<file path="config.mk">
export PLATFORM = sky130hd
export DESIGN_NAME = sfa_spi_flash_slave
export DESIGN_NICKNAME = d
export VERILOG_FILES = /design/src/hdl/sfa_pkg.sv /design/src/hdl/sfa_word_fifo.sv /design/src/hdl/sfa_spi_flash_slave.sv
export SDC_FILE = /design/constraint.sdc
export NUM_CORES = 1
export LEC_CHECK = 0
export ABC_AREA = 1
export BUFFER_PORTS_ARGS = -buffer_cell sky130_fd_sc_hd__clkbuf_2
export CAP_MARGIN = 20
export CORE_MARGIN = 4
export CORE_UTILIZATION = 40
export CTS_CLUSTER_SIZE = 14
export DETAILED_ROUTE_END_ITERATION = 8
export PLACE_DENSITY = 0.56
export SYNTH_ARGS = -nofsm -noshare
export SYNTH_HDL_FRONTEND = slang
export SYNTH_HIERARCHICAL = 1
export SYNTH_SLANG_ARGS = --single-unit
export TNS_END_PERCENT = 50
</file>
<file path="constraint.sdc">
create_clock -name sys_clk -period 2.35 [get_ports sys_clk]
set_clock_uncertainty 0.2 [all_clocks]
set_input_delay 0.1175 -clock sys_clk [delete_from_list [all_inputs] [get_ports sys_clk]]
set_output_delay 0.1175 -clock sys_clk [all_outputs]
set_load 0.05 [all_outputs]
</file>
<file path="src/hdl/sfa_pkg.sv">
// Package: opcodes, status layout, states and sizes of the serial flash access slave
package sfa_pkg;
    // Opcodes
    localparam logic [7:0] OP_SET_LATCH = 8'h06;
    localparam logic [7:0] OP_CLR_LATCH = 8'h04;
    localparam logic [7:0] OP_STATUS_RD = 8'h05;
    localparam logic [7:0] OP_STATUS_WR = 8'h01;
    localparam logic [7:0] OP_ARRAY_RD = 8'h03;
    localparam logic [7:0] OP_ARRAY_WR = 8'h02;
    localparam logic [7:0] OP_SECTOR_ERASE = 8'h20;
    localparam logic [7:0] OP_WHOLE_ERASE = 8'h60;
    // Status word layout
    localparam int STAT_BUSY_BIT = 0;
    localparam int STAT_LATCH_BIT = 1;
    localparam int STAT_PROT_LO_BIT = 2;
    localparam int STAT_PROT_HI_BIT = 3;
    localparam logic [7:0] STAT_RESET = 8'h00;
    localparam logic [1:0] PROT_RESET = 2'h0;
    // Array geometry
    localparam int ARRAY_ADDR_W = 9;
    localparam logic [8:0] BASE_LAST_ADDR = 9'h0ff;
    localparam int EXT_WORD_W = 16;
    localparam int BASE_WORD_W = 8;
    localparam int FIFO_DEPTH_DEF = 8;

    typedef enum logic [2:0] {
        ST_IDLE = 3'b000,
        ST_OPCODE = 3'b001,
        ST_ADDR = 3'b010,
        ST_DATA_IN = 3'b011,
        ST_READ = 3'b100,
        ST_STATUS_OUT = 3'b101,
        ST_STATUS_IN = 3'b110,
        ST_WAIT = 3'b111
    } sfa_state_type;
endpackage : sfa_pkg

</file>
<file path="src/hdl/sfa_word_fifo.sv">
// Word FIFO in flip-flops between the array read port and the serial shifter
module sfa_word_fifo #(
    parameter int WIDTH = 16,
    parameter int DEPTH = 8
) (
    input wire logic sys_clk,
    input wire logic rst,
    input wire logic flush,
    input wire logic in_valid,
    output logic in_ready,
    input wire logic [WIDTH-1:0] in_data,
    output logic out_valid,
    input wire logic out_ready,
    output logic [WIDTH-1:0] out_data
);
    localparam int PW = (DEPTH > 1) ? $clog2(DEPTH) : 1;
    localparam logic [PW:0] FULL_CNT = (PW + 1)'(DEPTH);
    localparam logic [PW-1:0] LAST_PTR = PW'(DEPTH - 1);

    logic [WIDTH-1:0] mem_r [DEPTH];
    logic [PW-1:0] wr_ptr_r;
    logic [PW-1:0] rd_ptr_r;
    logic [PW:0] cnt_r;
    logic push;
    logic pop;

    assign in_ready = (cnt_r != FULL_CNT);
    assign out_valid = (cnt_r != '0);
    assign out_data = mem_r[rd_ptr_r];
    assign push = in_valid && in_ready;
    assign pop = out_valid && out_ready;

    function automatic logic [PW-1:0] ptr_inc(input logic [PW-1:0] p);
        ptr_inc = (p == LAST_PTR) ? '0 : p + 1'b1;
    endfunction : ptr_inc

    always_ff @(posedge sys_clk) begin
        if (push) begin
            mem_r[wr_ptr_r] <= in_data;
        end
    end

    always_ff @(posedge sys_clk) begin
        if (rst || flush) begin
            wr_ptr_r <= '0;
            rd_ptr_r <= '0;
            cnt_r <= '0;
        end else begin
            if (push) begin
                wr_ptr_r <= ptr_inc(wr_ptr_r);
            end
            if (pop) begin
                rd_ptr_r <= ptr_inc(rd_ptr_r);
            end
            if (push && !pop) begin
                cnt_r <= cnt_r + 1'b1;
            end else if (pop && !push) begin
                cnt_r <= cnt_r - 1'b1;
            end
        end
    end
endmodule : sfa_word_fifo

</file>
<file path="src/hdl/sfa_spi_flash_slave.sv">
// Serial peripheral slave giving a bus master access to the user flash array
// ==========================================================================
// Summary of operation
// - Each serial_in bit is captured on a rising serial_clock edge.
// - serial_out changes on falling serial_clock edges only.
// - Deselected: inputs ignored, serial_out released to high impedance.
// - Fields shift most significant bit first; each frame opens on select falling.
// - An unknown first byte makes the slave ignore input until deselect.
// - Deselect returns the slave to idle; each request needs a new select.
// - Opcodes 06 set, 04 clear the write latch; 05 reads status.
// - Opcode 01 writes the status word, updating the protection bits.
// - Opcode 03 reads the array, 02 writes it.
// - Opcode 20 erases one sector, 60 erases the whole array.
// - Base mode: 8-bit words, sector 0; Extended: 16-bit words, both sectors.
// - Status bits 7..4 read zero, bits 3..2 hold protection; reset zero.
// - Status bit 1 is the write latch enabling array writes.
// - Status bit 0 shows a running internal write or erase cycle.
// - Read-only build holds no latch, protection or busy status.
// - Array write only with latch set and address unprotected, else skip data.
// - Extended address is 16 bits; only the last nine are kept.
// - Array read opcode ignored while programming is in progress.
// - Read streams consecutive words until select goes high or a base read passes 255.
// - Extended read wraps from the last location to the first.
// - Base read takes an 8-bit address then streams bytes.
// - Base read stops at 255; serial_out floats after its eighth bit.
// - ring_oscillator_enable stays asserted whenever the slave exists.
module sfa_spi_flash_slave #(
    parameter bit EXTENDED = 1'b1,
    parameter bit READ_ONLY = 1'b0,
    parameter int FIFO_DEPTH = sfa_pkg::FIFO_DEPTH_DEF
) (
    input wire logic sys_clk,
    input wire logic rst,
    input wire logic serial_clock,
    input wire logic serial_in,
    input wire logic select_low,
    output logic serial_out,
    output logic serial_out_oe,
    output logic ring_oscillator_enable,
    output logic [sfa_pkg::ARRAY_ADDR_W-1:0] flash_addr,
    output logic flash_rd_req,
    input wire logic flash_rd_valid,
    input wire logic [sfa_pkg::EXT_WORD_W-1:0] flash_rd_data,
    output logic flash_wr_req,
    output logic [sfa_pkg::EXT_WORD_W-1:0] flash_wr_data,
    output logic flash_erase_req,
    output logic flash_erase_all,
    output logic flash_erase_sector,
    input wire logic flash_busy
);
    // ======================================================================
    // Sizes
    localparam int WORD_W = EXTENDED ? sfa_pkg::EXT_WORD_W : sfa_pkg::BASE_WORD_W;
    localparam logic [4:0] OP_LAST = 5'd7;
    localparam logic [4:0] ADDR_LAST = 5'(WORD_W - 1);
    localparam logic [4:0] WORD_LAST = 5'(WORD_W - 1);
    localparam logic [4:0] STAT_LAST = 5'd7;

    // ======================================================================
    // Pin synchronisers
    logic sclk_s1, sclk_s2, sclk_d3;
    logic cs_s1, cs_s2, cs_d3;
    logic si_s1, si_s2;

    always_ff @(posedge sys_clk) begin
        if (rst) begin
            sclk_s1 <= 1'b0;
            sclk_s2 <= 1'b0;
            sclk_d3 <= 1'b0;
            cs_s1 <= 1'b1;
            cs_s2 <= 1'b1;
            cs_d3 <= 1'b1;
            si_s1 <= 1'b0;
            si_s2 <= 1'b0;
        end else begin
            sclk_s1 <= serial_clock;
            sclk_s2 <= sclk_s1;
            sclk_d3 <= sclk_s2;
            cs_s1 <= select_low;
            cs_s2 <= cs_s1;
            cs_d3 <= cs_s2;
            si_s1 <= serial_in;
            si_s2 <= si_s1;
        end
    end

    logic cs_start, cs_end, rise_e, fall_e;
    assign cs_start = cs_d3 && !cs_s2;
    assign cs_end = !cs_d3 && cs_s2;
    // Clock edges only count while selected
    assign rise_e = sclk_s2 && !sclk_d3 && !cs_s2 && !cs_d3;
    assign fall_e = !sclk_s2 && sclk_d3 && !cs_s2 && !cs_d3;

    // ======================================================================
    // Receive path and command sequencing
    sfa_pkg::sfa_state_type state_r;
    logic [15:0] rx_r;
    logic [15:0] rx_nxt;
    logic [4:0] bit_cnt_r;
    logic [7:0] opcode_r;
    logic latch_r;
    logic [1:0] prot_r;
    logic [sfa_pkg::ARRAY_ADDR_W-1:0] addr_r;
    logic [sfa_pkg::ARRAY_ADDR_W-1:0] addr_word;
    logic op_done, addr_done, data_done, stat_done;

    assign rx_nxt = {rx_r[14:0], si_s2};
    assign op_done = rise_e && (state_r == sfa_pkg::ST_OPCODE) && (bit_cnt_r == OP_LAST);
    assign addr_done = rise_e && (state_r == sfa_pkg::ST_ADDR) && (bit_cnt_r == ADDR_LAST);
    assign data_done = rise_e && (state_r == sfa_pkg::ST_DATA_IN) && (bit_cnt_r == WORD_LAST);
    assign stat_done = rise_e && (state_r == sfa_pkg::ST_STATUS_IN) && (bit_cnt_r == STAT_LAST);
    // Upper seven address bits fall away in Extended mode
    assign addr_word = EXTENDED ? rx_nxt[8:0] : {1'b0, rx_nxt[7:0]};

    // Protection levels cover none, upper quarter, upper half, all
    function automatic logic prot_hit(input logic [1:0] lvl,
                                      input logic [sfa_pkg::ARRAY_ADDR_W-1:0] a);
        logic [1:0] top;
        top = EXTENDED ? a[8:7] : a[7:6];
        case (lvl)
            2'h0: prot_hit = 1'b0;
            2'h1: prot_hit = (top == 2'h3);
            2'h2: prot_hit = top[1];
            default: prot_hit = 1'b1;
        endcase
    endfunction : prot_hit

    function automatic sfa_pkg::sfa_state_type decode(input logic [7:0] op,
                                                       input logic busy);
        decode = sfa_pkg::ST_WAIT;
        // While programming only the status read is honoured
        if (!busy || (op == sfa_pkg::OP_STATUS_RD && !READ_ONLY)) begin
            case (op)
                sfa_pkg::OP_ARRAY_RD: decode = sfa_pkg::ST_ADDR;
                sfa_pkg::OP_ARRAY_WR: decode = READ_ONLY ? sfa_pkg::ST_WAIT : sfa_pkg::ST_ADDR;
                sfa_pkg::OP_SECTOR_ERASE: begin
                    decode = (EXTENDED && !READ_ONLY) ? sfa_pkg::ST_ADDR : sfa_pkg::ST_WAIT;
                end
                sfa_pkg::OP_STATUS_RD: begin
                    decode = READ_ONLY ? sfa_pkg::ST_WAIT : sfa_pkg::ST_STATUS_OUT;
                end
                sfa_pkg::OP_STATUS_WR: begin
                    decode = READ_ONLY ? sfa_pkg::ST_WAIT : sfa_pkg::ST_STATUS_IN;
                end
                default: decode = sfa_pkg::ST_WAIT;
            endcase
        end
    endfunction : decode

    always_ff @(posedge sys_clk) begin
        if (rst) begin
            state_r <= sfa_pkg::ST_IDLE;
            rx_r <= '0;
            bit_cnt_r <= '0;
            opcode_r <= '0;
        end else if (cs_end || cs_s2) begin
            state_r <= sfa_pkg::ST_IDLE;
            bit_cnt_r <= '0;
        end else if (cs_start) begin
            state_r <= sfa_pkg::ST_OPCODE;
            bit_cnt_r <= '0;
        end else if (rise_e) begin
            rx_r <= rx_nxt;
            bit_cnt_r <= bit_cnt_r + 5'd1;
            case (state_r)
                sfa_pkg::ST_OPCODE: begin
                    if (op_done) begin
                        opcode_r <= rx_nxt[7:0];
                        state_r <= decode(rx_nxt[7:0], flash_busy);
                        bit_cnt_r <= '0;
                    end
                end
                sfa_pkg::ST_ADDR: begin
                    if (addr_done) begin
                        bit_cnt_r <= '0;
                        if (opcode_r == sfa_pkg::OP_ARRAY_RD) begin
                            state_r <= sfa_pkg::ST_READ;
                        end else if (opcode_r == sfa_pkg::OP_ARRAY_WR && latch_r
                                     && !prot_hit(prot_r, addr_word)) begin
                            state_r <= sfa_pkg::ST_DATA_IN;
                        end else begin
                            state_r <= sfa_pkg::ST_WAIT;
                        end
                    end
                end
                sfa_pkg::ST_DATA_IN, sfa_pkg::ST_STATUS_IN: begin
                    if (data_done || stat_done) begin
                        state_r <= sfa_pkg::ST_WAIT;
                    end
                end
                default: state_r <= state_r;
            endcase
        end
    end

    // ======================================================================
    // Status word; absent in the read-only build
    logic [7:0] status_byte;
    assign status_byte = {4'h0, prot_r, latch_r, READ_ONLY ? 1'b0 : flash_busy};

    always_ff @(posedge sys_clk) begin
        if (rst || READ_ONLY) begin
            latch_r <= sfa_pkg::STAT_RESET[sfa_pkg::STAT_LATCH_BIT];
            prot_r <= sfa_pkg::PROT_RESET;
        end else begin
            if (op_done && !flash_busy && rx_nxt[7:0] == sfa_pkg::OP_SET_LATCH) begin
                latch_r <= 1'b1;
            end else if (op_done && !flash_busy && rx_nxt[7:0] == sfa_pkg::OP_CLR_LATCH) begin
                latch_r <= 1'b0;
            end
            if (stat_done) begin
                prot_r <= {rx_nxt[sfa_pkg::STAT_PROT_HI_BIT],
                           rx_nxt[sfa_pkg::STAT_PROT_LO_BIT]};
            end
        end
    end

    // ======================================================================
    // Write and erase requests launch only when the frame closes
    logic wr_arm_r, er_arm_r, er_all_r;
    logic wr_req_r, er_req_r, er_sector_r;
    logic [15:0] wr_data_r;

    always_ff @(posedge sys_clk) begin
        if (rst || READ_ONLY) begin
            wr_arm_r <= 1'b0;
            er_arm_r <= 1'b0;
            er_all_r <= 1'b0;
            wr_req_r <= 1'b0;
            er_req_r <= 1'b0;
            er_sector_r <= 1'b0;
            wr_data_r <= '0;
        end else begin
            wr_req_r <= cs_end && wr_arm_r;
            er_req_r <= cs_end && er_arm_r;
            if (cs_start || cs_end) begin
                wr_arm_r <= 1'b0;
                er_arm_r <= 1'b0;
            end
            if (data_done) begin
                wr_arm_r <= 1'b1;
                wr_data_r <= EXTENDED ? rx_nxt : {8'h00, rx_nxt[7:0]};
            end
            // Erase needs the latch and no protection at all
            if (op_done && !flash_busy && latch_r && prot_r == sfa_pkg::PROT_RESET) begin
                if (rx_nxt[7:0] == sfa_pkg::OP_WHOLE_ERASE) begin
                    er_arm_r <= 1'b1;
                    er_all_r <= EXTENDED;
                    er_sector_r <= 1'b0;
                end else if (!EXTENDED && rx_nxt[7:0] == sfa_pkg::OP_SECTOR_ERASE) begin
                    er_arm_r <= 1'b1;
                    er_all_r <= 1'b0;
                    er_sector_r <= 1'b0;
                end
            end
            if (addr_done && opcode_r == sfa_pkg::OP_SECTOR_ERASE && latch_r
                && prot_r == sfa_pkg::PROT_RESET) begin
                er_arm_r <= 1'b1;
                er_all_r <= 1'b0;
                er_sector_r <= addr_word[8];
            end
        end
    end

    assign flash_wr_req = wr_req_r;
    assign flash_wr_data = wr_data_r;
    assign flash_erase_req = er_req_r;
    assign flash_erase_all = er_all_r;
    assign flash_erase_sector = er_sector_r;
    assign ring_oscillator_enable = 1'b1;

    // ======================================================================
    // Read prefetch into the FIFO; the array port is held off when it fills
    logic rd_pend_r, pf_done_r, fetch_en, fifo_flush;
    logic fifo_in_ready, fifo_out_valid, fifo_pop;
    logic [15:0] fifo_out_data;

    assign fetch_en = (state_r == sfa_pkg::ST_READ) && !pf_done_r && !rd_pend_r
                      && fifo_in_ready;
    assign fifo_flush = addr_done || cs_end;
    assign flash_rd_req = fetch_en;
    assign flash_addr = addr_r;

    always_ff @(posedge sys_clk) begin
        if (rst) begin
            addr_r <= '0;
            rd_pend_r <= 1'b0;
            pf_done_r <= 1'b0;
        end else begin
            if (flash_rd_valid) begin
                rd_pend_r <= 1'b0;
            end
            if (addr_done) begin
                addr_r <= addr_word;
                pf_done_r <= 1'b0;
            end else if (fetch_en) begin
                rd_pend_r <= 1'b1;
                addr_r <= addr_r + 9'd1;
                if (!EXTENDED && addr_r == sfa_pkg::BASE_LAST_ADDR) begin
                    pf_done_r <= 1'b1;
                end
            end
        end
    end

    sfa_word_fifo #(
        .WIDTH(sfa_pkg::EXT_WORD_W),
        .DEPTH(FIFO_DEPTH)
    ) u_fifo (
        .sys_clk(sys_clk),
        .rst(rst),
        .flush(fifo_flush),
        .in_valid(flash_rd_valid && rd_pend_r && state_r == sfa_pkg::ST_READ),
        .in_ready(fifo_in_ready),
        .in_data(flash_rd_data),
        .out_valid(fifo_out_valid),
        .out_ready(fifo_pop),
        .out_data(fifo_out_data)
    );

    // ======================================================================
    // Transmit shifter, driven on falling serial clock edges
    logic [15:0] tx_r;
    logic [4:0] tx_cnt_r;
    logic so_r, oe_r;
    logic [15:0] word_aligned;

    assign fifo_pop = fall_e && state_r == sfa_pkg::ST_READ && tx_cnt_r == '0
                      && fifo_out_valid;
    assign word_aligned = EXTENDED ? fifo_out_data : {fifo_out_data[7:0], 8'h00};

    always_ff @(posedge sys_clk) begin
        if (rst) begin
            tx_r <= '0;
            tx_cnt_r <= '0;
            so_r <= 1'b0;
            oe_r <= 1'b0;
        end else if (cs_s2 || state_r == sfa_pkg::ST_IDLE) begin
            oe_r <= 1'b0;
            tx_cnt_r <= '0;
        end else if (fall_e) begin
            if (tx_cnt_r != '0) begin
                so_r <= tx_r[15];
                tx_r <= {tx_r[14:0], 1'b0};
                tx_cnt_r <= tx_cnt_r - 5'd1;
            end else if (state_r == sfa_pkg::ST_STATUS_OUT) begin
                so_r <= status_byte[7];
                tx_r <= {status_byte[6:0], 9'h000};
                tx_cnt_r <= STAT_LAST;
                oe_r <= 1'b1;
            end else if (fifo_pop) begin
                so_r <= word_aligned[15];
                tx_r <= {word_aligned[14:0], 1'b0};
                tx_cnt_r <= WORD_LAST;
                oe_r <= 1'b1;
            end else if (state_r == sfa_pkg::ST_READ && pf_done_r) begin
                oe_r <= 1'b0;
            end
        end
    end

    assign serial_out = so_r;
    assign serial_out_oe = oe_r;
endmodule : sfa_spi_flash_slave

</file>
==> reports/metrics.csv, run 1 <==
metric,value,unit
Vias,7586,
critical path arrival,2440,ps
share of cells above drive strength 1,16.0,%
number of setup violations in the final report,0,
fmax,449,MHz
CORE AREA,25100,sq um
number of CTS-inserted buffers,26,
final core utilization,48.5,%
Post-Syn Area,10200,sq um
crit end category,register,
CP Data Required Time,2570,ps
FP Rows,58,
worst-skew pair later-pin latency,520,ps
Relative slew margins,48.7,%
min cycle time layout,2230,ps
I/O pins,56,
reg2reg path depth,12,
Tot GR Track Use,16.3,%
Leakage,0.00488,uW
Synth top area share,37.8,%
Antenna diodes,0,
initial antenna violation count,0,
die width,167,microns
DRC violations left,0,
worst vdd ir,410,uV
final hold viol count,0,
highest-count cells in the layout ignoring fill and taps,"222 x nor2_1, 179 x nand2_1, 128 x edfxtp_1",
Crit Path Category,reg -> reg,
Synth cell types,43,
clock sinks,237,
HP Class,in -> reg,
most area-hungry cell type in the Yosys netlist,edfxtp_1,
register area share after synthesis,59.3,%
layout net count,1260,
outcome,completed,
H-tree depth,1,
vias in the first global route,7263,
"FF+latch count, synth",237,
max cap viols,0,
Slew @ Worst Pin,769,ps
Power Dens Cells,689,nW/um^2
Clock Path Buffers,3,
Final HPWL DP,15.0,mm
flop2flop setup slack,120,ps
reg2reg end,u_fifo/cnt_r[2],
R2R Path Start,state_r[1],
Pre-Repair DR Iteration Count,5,
WL per Instance,14.8,microns
Slew Limit Fails,0,
clk root buf,clkbuf_16,
aggregate global routing overflow,0,
routability cong.,0.793,
DRT iter0 DRCs,446,
Synth warnings,6,
CTS tree,done,
Startpoint Class,register,
Initial Util,40.5,%
"CTS clk-pin slew, worst paths",60,ps
crit-path max FO,4,
"leading cell type in the layout, fill and taps excluded",nor2_1,
Mapped Cells,1105,
die extent in y,167,microns
Synth area leaders,"edfxtp_1 38%, dfxtp_1 21%, nor2_1 8.2%, nand2_1 6.7%, o21ai_0 4.9%",
CP startpoint,state_r[1],
first-pass GRT wire length,37.9,mm
DRT Wirelength,23.2,mm
final cycle utilization of the critical path,94.8,%
Final Non-Filler Cells,1571,
RSZ-0062 raised after global routing,true,
IO Port Bufs,54,
CP endpoint,u_fifo/cnt_r[2],
Via density,4.83,
synth-to-layout area growth,19.7,%
syn_area_per_cell,9.20,sq um
largest net degree at the start of global routing,61,
Die Area,28000,sq um
DP Cell Count,1494,
Mapped Nets,1144,
Routed Antenna Nets,0,
## where the power goes
| group | internal, uW | switching (uW) | leakage, uW |
|---|---|---|---|
| sequential | 4360 | 2.98 | 0.00203 |
| clock | 2270 | 1600 | 0.000402 |
| combinational | 58.0 | 89.9 | 0.00244 |
| total | 6690 | 1690 | 0.00488 |
## kinds of logic (layout without fill, tap and decap cells)
family          count (synthesis)  count (layout)  synth area share [%]
other cells                     1               1                0.0369
fa+ha+maj                      16              16                  2.04
buf+inv                       132             268                  6.47
compound gates                230             230                  11.8
xor+xnor                       13              13                  1.12
flops                         237             237                  59.3
simple gates                  476             476                  19.3
## Yosys cell counts, drive strengths merged
library cell	instances
edfxtp	128
a21oi	69
inv	85
xnor2	3
nor3	9
o22ai	1
or2	6
xor2	10
a31oi	2
nor2	231
conb	1
nand2	185
o211ai	1
nand4	9
ha	15
buf	29
o31ai	1
nand3	36
o221ai	1
a22oi	10
fa	1
dfxtp	109
a211oi	1
o21ai	143
a21boi	1
clkbuf	18
## area by class of cell
class / count / area [sq um]
clock inverter: 14 / 105
sequential: 237 / 6030
tap: 330 / 413
timing repair buffer: 135 / 982
multi-input combinational: 736 / 3590
fill: 2396 / 12900
inverter: 85 / 328
clock buffer: 34 / 722
## metrics by stage
| step | hold slack, ps | instance area [sq um] | power, uW | setup WS (ps) | setup TNS, ps |
|---|---|---|---|---|---|
| after floorplan | 16.4 | 10200 | 4510 | -73.9 | -6560 |
| after global placement | 113 | 10900 | 4570 | -15.6 | -15.6 |
| after detailed placement | 117 | 10900 | 4570 | -54.4 | -54.4 |
| after CTS | 107 | 12100 | 8500 | 2.20 | 0 |
| after global routing | 127 | 12200 | 8710 | -8.36 | -14.7 |
| final | 124 | 12200 | 8390 | 122 | 0 |
## sequential cells by signal, indices dropped and copies added (netlist names), 2 cells and up, named ones only
name,count
tx_r,15
state_r,3
u_fifo/rd_ptr_r,3
rx_r,15
bit_cnt_r,5
tx_cnt_r,5
u_fifo/mem_r,128
flash_wr_data,16
u_fifo/cnt_r,4
u_fifo/wr_ptr_r,3
flash_addr,9
opcode_r,8
prot_r,2
## what timing repair did
action,CTS,global route
gates resized for setup,8,27
setup endpoints to repair,1,22
pin swaps,3,12
setup buffers,3,1
hold buffers,25,0
endpoints found under the hold margin,166,0
## how the worst min path moves through the flow
stage / slack [ps] / start / end / cells after the start
global route: 130 / select_low / cs_s1 / 3
floorplan: 20 / flash_rd_data[0] / u_fifo/mem_r[0][0] / 0
finish: 120 / select_low / cs_s1 / 3
detailed placement: 120 / select_low / cs_s1 / 2
global placement: 110 / select_low / cs_s1 / 2
CTS: 110 / select_low / cs_s1 / 3
## per-layer routing
metal  wire length, microns  vias to the layer above  GRT usage, %
met5                      0                        -             0
li1                       -                     3919             -
met2                  10700                      115          27.0
met3                    950                       34          2.53
met1                  11200                     3518          23.0
met4                    345                        0          3.46
## critical path, cell delays in order (launching register included)
cell,delay [ps]
dfxtp_2,330
nor2_1,110
nand2_1,100
nor3_2,160
nand2_1,110
inv_2,90
ha_4,150
inv_4,50
buf_4,130
fa_2,370
xor2_1,160
o21ai_1,110
inv_1,40
Note: power is estimated with default switching activity, not from simulation.
==> run 2, diff against run 1 <==
--- a/config.mk
+++ b/config.mk
@@ -12,9 +12,8 @@
 export CORE_UTILIZATION = 40
 export CTS_CLUSTER_SIZE = 14
 export DETAILED_ROUTE_END_ITERATION = 8
-export PLACE_DENSITY = 0.56
+export PLACE_DENSITY = 0.54
 export SYNTH_ARGS = -nofsm -noshare
 export SYNTH_HDL_FRONTEND = slang
-export SYNTH_HIERARCHICAL = 1
 export SYNTH_SLANG_ARGS = --single-unit
 export TNS_END_PERCENT = 50
==> constraint.sdc (replaced) <==
create_clock -name sys_clk -period 2.3 [get_ports sys_clk]
set_clock_uncertainty 0.2 [all_clocks]
set_input_delay 0.115 -clock sys_clk [delete_from_list [all_inputs] [get_ports sys_clk]]
set_output_delay 0.115 -clock sys_clk [all_outputs]
set_load 0.05 [all_outputs]
==> reports/metrics.csv, run 2 <==
metric,value,unit
CTS tree,done,
most numerous cell in the Yosys netlist,nor2_1,
most area-hungry cell type in the Yosys netlist,edfxtp_1,
outcome,completed,
Power Dens Cells,738,nW/um^2
CP max stage cell,dfxtp_2,
worst-skew pair later-pin latency,540,ps
Synth area leaders,"edfxtp_1 39%, dfxtp_1 22%, o21ai_0 8.4%, nor2_1 7.6%, nand2_1 4.2%",
largest net degree at the start of global routing,65,
IO Port Bufs,54,
Tot GR Track Use,17.1,%
Post-Syn Area,9980,sq um
worst path cell trace,inv_2 > ha_4 > nand3b_4 > nor2_1 > inv_1 > nor2_4 > inv_2 > ha_4 > inv_4 > ha_4 > a21oi_4 > nor2_2 > o21ai_1 > nand3_2 > o21ai_2 > a21oi_1,
synth cell count leaders,"201 x nor2_1, 167 x o21ai_0, 128 x edfxtp_1",
number of setup violations in the final report,0,
"most used cell, CP",ha_4,
highest-count cells in the layout ignoring fill and taps,"194 x nor2_1, 164 x o21ai_0, 128 x edfxtp_1",
Vias,7658,
syn_area_per_cell,9.37,sq um
Slew @ Worst Pin,535,ps
vias in the first global route,7435,
clk root buf,clkbuf_16,
Power Total,9180,uW
first-pass GRT wire length,39.2,mm
Pre-Repair DR Iteration Count,5,
synth-to-layout area growth,24.6,%
DP Cell Count,1446,
register area share after synthesis,60.4,%
clock sinks,237,
Setup TNS Final,0,ps
Routed Antenna Nets,0,
asr flop ratio synth,0,%
crit-path max FO,4,
final cycle utilization of the critical path,97.2,%
crit end category,register,
Final Non-Filler Cells,1537,
HP Class,reg -> reg,
FP Rows,57,
min cycle time layout,2230,ps
"CTS clk-pin slew, worst paths",60,ps
RSZ-0062 raised after global routing,true,
worst vdd ir,587,uV
I/O pins,56,
Initial Util,40.8,%
share of cells above drive strength 1,18.8,%
"FF+latch count, synth",237,
max cap viols,0,
die width,166,microns
Startpoint Class,register,
Synth top area share,38.5,%
CP max stage delay,320,ps
max reg flops,128,
critical path arrival,2460,ps
WL per Instance,15.6,microns
Via density,4.98,
H-tree depth,1,
aggregate global routing overflow,0,
DRT Wirelength,24.0,mm
# fillers,2266,
Synth cell types,43,
Post-synth EDFFs,128,
CORE AREA,24500,sq um
Final HPWL DP,15.3,mm
most common flop cell mapped by yosys,edfxtp_1,
Clock Path Buffers,3,
Antenna diodes,0,
die extent in y,166,microns
Mapped Nets,1104,
DRC violations left,0,
DRT iter0 DRCs,478,
number of CTS-inserted buffers,27,
Synth warnings,0,
Top reg by flops,u_fifo.mem_r,
Relative slew margins,64.4,%
final hold viol count,0,
Mapped Cells,1065,
"leading cell type in the layout, fill and taps excluded",nor2_1,
Crit Path Category,reg -> reg,
Leakage,0.00475,uW
initial antenna violation count,0,
Slew Limit Fails,0,
hold_ws,206,ps
routability cong.,0.823,
Die Area,27500,sq um
CP Data Required Time,2520,ps
fmax,447,MHz
layout net count,1232,
==> run 2: cell types whose count changed after synthesis, sizes merged, moves of 8 or more <==
cell,delta
a21oi,-9
a22oi,-10
buf,-10
clkbuf,+11
inv,+8
nand2,-71
nor2,-26
o211ai,+8
o21ai,+40
==> run 2: area by class of cell <==
type / instances / area [sq um] / share of cell area, %
clock inverter: 20 / 267 / 2.14
inverter: 93 / 352 / 2.83
clock buffer: 29 / 683 / 5.49
multi-input combinational: 687 / 3540 / 28.5
timing repair buffer: 147 / 1160 / 9.32
tap: 324 / 405 / 3.26
sequential: 237 / 6030 / 48.5
==> run 2: metrics by stage <==
step                      utilization (%)  instance area, sq um  setup WS, ps
after global placement               44.8                 11000          -120
after global routing                 50.8                 12400          -115
after floorplan                         -                 10000         -78.0
final                                50.8                 12400          65.1
after CTS                            50.3                 12300         -11.4
after detailed placement             44.8                 11000          -191
==> run 2: cell families after synthesis <==
kind of cell	share of synthesized area, %
AO/OA/AOI/OAI	13.8
flip-flops	60.4
XOR/XNOR	1.05
buffers and inverters	5.78
other	0.0376
AND/OR/NAND/NOR	16.9
adder cells (fa/ha/maj)	2.08
==> run 2: layer usage <==
layer,up-vias,GRT usage (%),part of all wire (%)
li1,3870,-,-
met1,3602,22.8,45
met2,141,29.3,48
met3,45,2.36,3.4
met4,0,4.84,2.8
met5,-,0,0
==> run 2: path summary, 6_finish.rpt <==
kind,slack [ps],end,startpoint,depth (start not counted)
setup reg to reg,70,u_fifo.cnt_r[3],tx_cnt_r[1],16
hold / removal,210,si_s2,si_s1,2
hold reg to reg,210,si_s2,si_s1,2
setup / recovery,70,u_fifo.cnt_r[3],tx_cnt_r[1],16
==> run 2: critical path: cells and delay by family, from the launching register on <==
family | cells | cell delay, ps
flip-flops | 1 | 320
buffers and inverters | 4 | 280
adder cells (fa/ha/maj) | 3 | 510
AND/OR/NAND/NOR | 5 | 390
AO/OA/AOI/OAI | 4 | 400
==> run 2: power by group <==
part           leakage, uW  internal [uW]  switching [uW]
registers          0.00203           4460            3.09
clock network     0.000460           2820            1740
logic              0.00226           60.5            91.7
==> run 2: what timing repair did <==
item                                   4_1_cts  5_1_grt
pin swaps                                    8       15
setup endpoints to repair                    3       21
hold buffers                                26        0
setup buffers                               10        7
endpoints found under the hold margin      163        0
resized for setup                           17       20
==> run 3, diff against run 2 <==
--- a/config.mk
+++ b/config.mk
@@ -5,7 +5,6 @@
 export SDC_FILE = /design/constraint.sdc
 export NUM_CORES = 1
 export LEC_CHECK = 0
-export ABC_AREA = 1
 export BUFFER_PORTS_ARGS = -buffer_cell sky130_fd_sc_hd__clkbuf_2
 export CAP_MARGIN = 20
 export CORE_MARGIN = 4
==> reports/metrics.csv, run 3 <==
metric,value,unit
CP max stage cell,or3_1,
die extent in y,164,microns
synth cell count leaders,"128 x edfxtp_1, 109 x dfxtp_1, 91 x nand2_1",
outcome,"finished, violations left",
first-pass GRT wire length,35.5,mm
Power Dens Cells,712,nW/um^2
share of cells above drive strength 1,26.1,%
fmax,390,MHz
Synth area leaders,"edfxtp_1 40%, dfxtp_1 22%, mux2i_1 6.1%, nand2_1 3.5%, a21oi_1 3.0%",
worst setup margin,-263,ps
number of CTS-inserted buffers,25,
CP startpoint,tx_cnt_r[1],
Synth cell types,60,
worst vdd ir,443,uV
max reg flops,128,
H-tree depth,1,
CORE AREA,23700,sq um
register area share after synthesis,62.1,%
Mapped Cells,813,
max cap viols,0,
Mapped Nets,852,
WP depth,12,
Tot GR Track Use,16.5,%
"CTS clk-pin slew, worst paths",60,ps
final cycle utilization of the critical path,111,%
Startpoint Class,register,
Leakage,0.00433,uW
worst-skew pair later-pin latency,530,ps
CP Data Required Time,2560,ps
routability cong.,0.786,
most common flop cell mapped by yosys,edfxtp_1,
"Design Area, Final",12300,sq um
die width,164,microns
Synth warnings,0,
IO Port Bufs,54,
most area-hungry cell type in the Yosys netlist,edfxtp_1,
Vias,6719,
Slew Limit Fails,0,
Pre-Repair DR Iteration Count,5,
Top reg by flops,u_fifo.mem_r,
"leading cell type in the layout, fill and taps excluded",edfxtp_1,
"most used cell, CP",ha_4,
RSZ-0062 raised after global routing,true,
Initial Util,41.0,%
reg2reg end,u_fifo.cnt_r[3],
crit-path max FO,3,
DRT iter0 DRCs,421,
Worst Path Buf+Inv,2,
clk root buf,clkbuf_16,
Die Area,26800,sq um
vias in the first global route,6779,
Synth top area share,39.6,%
layout net count,994,
I/O pins,56,
flop2flop setup slack,-260,ps
CTS tree,done,
Crit Path Category,reg -> reg,
HP Class,in -> reg,
most numerous cell in the Yosys netlist,edfxtp_1,
Place WS,-302,ps
Antenna diodes,0,
worst path cell trace,inv_2 > ha_4 > nor4b_4 > nand4_1 > ha_4 > inv_4 > ha_4 > a21o_1 > a21oi_2 > xnor2_1 > or3_1 > a21oi_1,
initial antenna violation count,0,
failing checks,setup timing,
final hold viol count,0,
WL per Instance,17.3,microns
Clock Path Buffers,3,
Post-DP Area,11000,sq um
largest net degree at the start of global routing,42,
critical path arrival,2820,ps
DRT Wirelength,22.3,mm
Hold Path Origin,flash_rd_data[0],
Final HPWL DP,14.5,mm
"FF+latch count, synth",237,
asr flop ratio synth,0,%
R2R Path Start,tx_cnt_r[1],
synth-to-layout area growth,27.0,%
number of setup violations in the final report,4,
Post-synth EDFFs,128,
Via density,5.20,
clock sinks,237,
Routed Antenna Nets,0,
"delay-heaviest family, CP",simple AND/OR/NAND/NOR gates,
aggregate global routing overflow,0,
final core utilization,52.0,%
Post-Syn Area,9700,sq um
DRC violations left,0,
FP Rows,56,
crit end category,register,
CP endpoint,u_fifo.cnt_r[3],
syn_area_per_cell,11.9,sq um
min cycle time layout,2560,ps
CP max stage delay,340,ps
reg2reg path depth,12,
highest-count cells in the layout ignoring fill and taps,"128 x edfxtp_1, 101 x dfxtp_1, 89 x nand2_1",
run 3: repair_timing:
| action | in CTS | in global routing |
|---|---|---|
| hold buffers | 25 | 0 |
| pin swaps | 2 | 3 |
| hold endpoints to repair | 182 | 0 |
| gates resized for setup | 6 | 26 |
| setup endpoints to repair | 4 | 78 |
| setup buffers | 1 | 6 |
run 3: cell families after synthesis:
kind of cell / after synthesis / share of synthesized area (%)
flip-flops: 237 / 62.1
XOR/XNOR: 10 / 0.903
multiplexers: 79 / 8.64
AND/OR/NAND/NOR: 259 / 13.5
adder cells (fa/ha/maj): 16 / 2.14
buffers and inverters: 59 / 2.62
AO/OA/AOI/OAI: 152 / 10.1
other: 1 / 0.0387
run 3: per-layer routing:
metal	part of all wire [%]	routed length, microns	vias to the layer above	track usage, %
met5	0	0	-	0
met4	1.6	349	0	4.16
met3	4.4	978	32	2.46
met2	46	10300	125	26.3
met1	48	10700	3248	23.7
li1	-	-	3314	-
run 3: layout make-up:
class | count | area (sq um)
clock buffer | 35 | 747
clock inverter | 11 | 129
fill | 2108 | 11400
inverter | 12 | 47.5
multi-input combinational | 517 | 3620
sequential | 237 | 6040
tap | 319 | 399
timing repair buffer | 162 | 1340
run 3: how the worst min path moves through the flow:
stage,endpoint,slack (ps),cells past startpoint
floorplan,u_fifo.mem_r[0][0],10,0
global placement,cs_s1,120,2
detailed placement,cs_s1,100,2
CTS,u_fifo.mem_r[0][0],180,2
global route,u_fifo.mem_r[7][13],210,2
finish,u_fifo.mem_r[5][0],190,2
run 3: through the flow:
step	hold slack [ps]	power, uW	TNS, ps	instances
after floorplan	13.9	4600	-20520	813
after CTS	184	8880	-650	1287
after global placement	120	4660	-324	1215
after global routing	207	9070	-1060	1293
after detailed placement	102	4670	-484	1215
final	193	8780	-546	1293
run 3: power breakdown:
| group | switching [uW] | total, uW | leakage, uW | internal (uW) |
|---|---|---|---|---|
| combinational | 84.2 | 147 | 0.00187 | 63.2 |
| clock | 1660 | 4170 | 0.000427 | 2510 |
| sequential | 4.67 | 4460 | 0.00203 | 4460 |
| total | 1740 | 8780 | 0.00433 | 7030 |
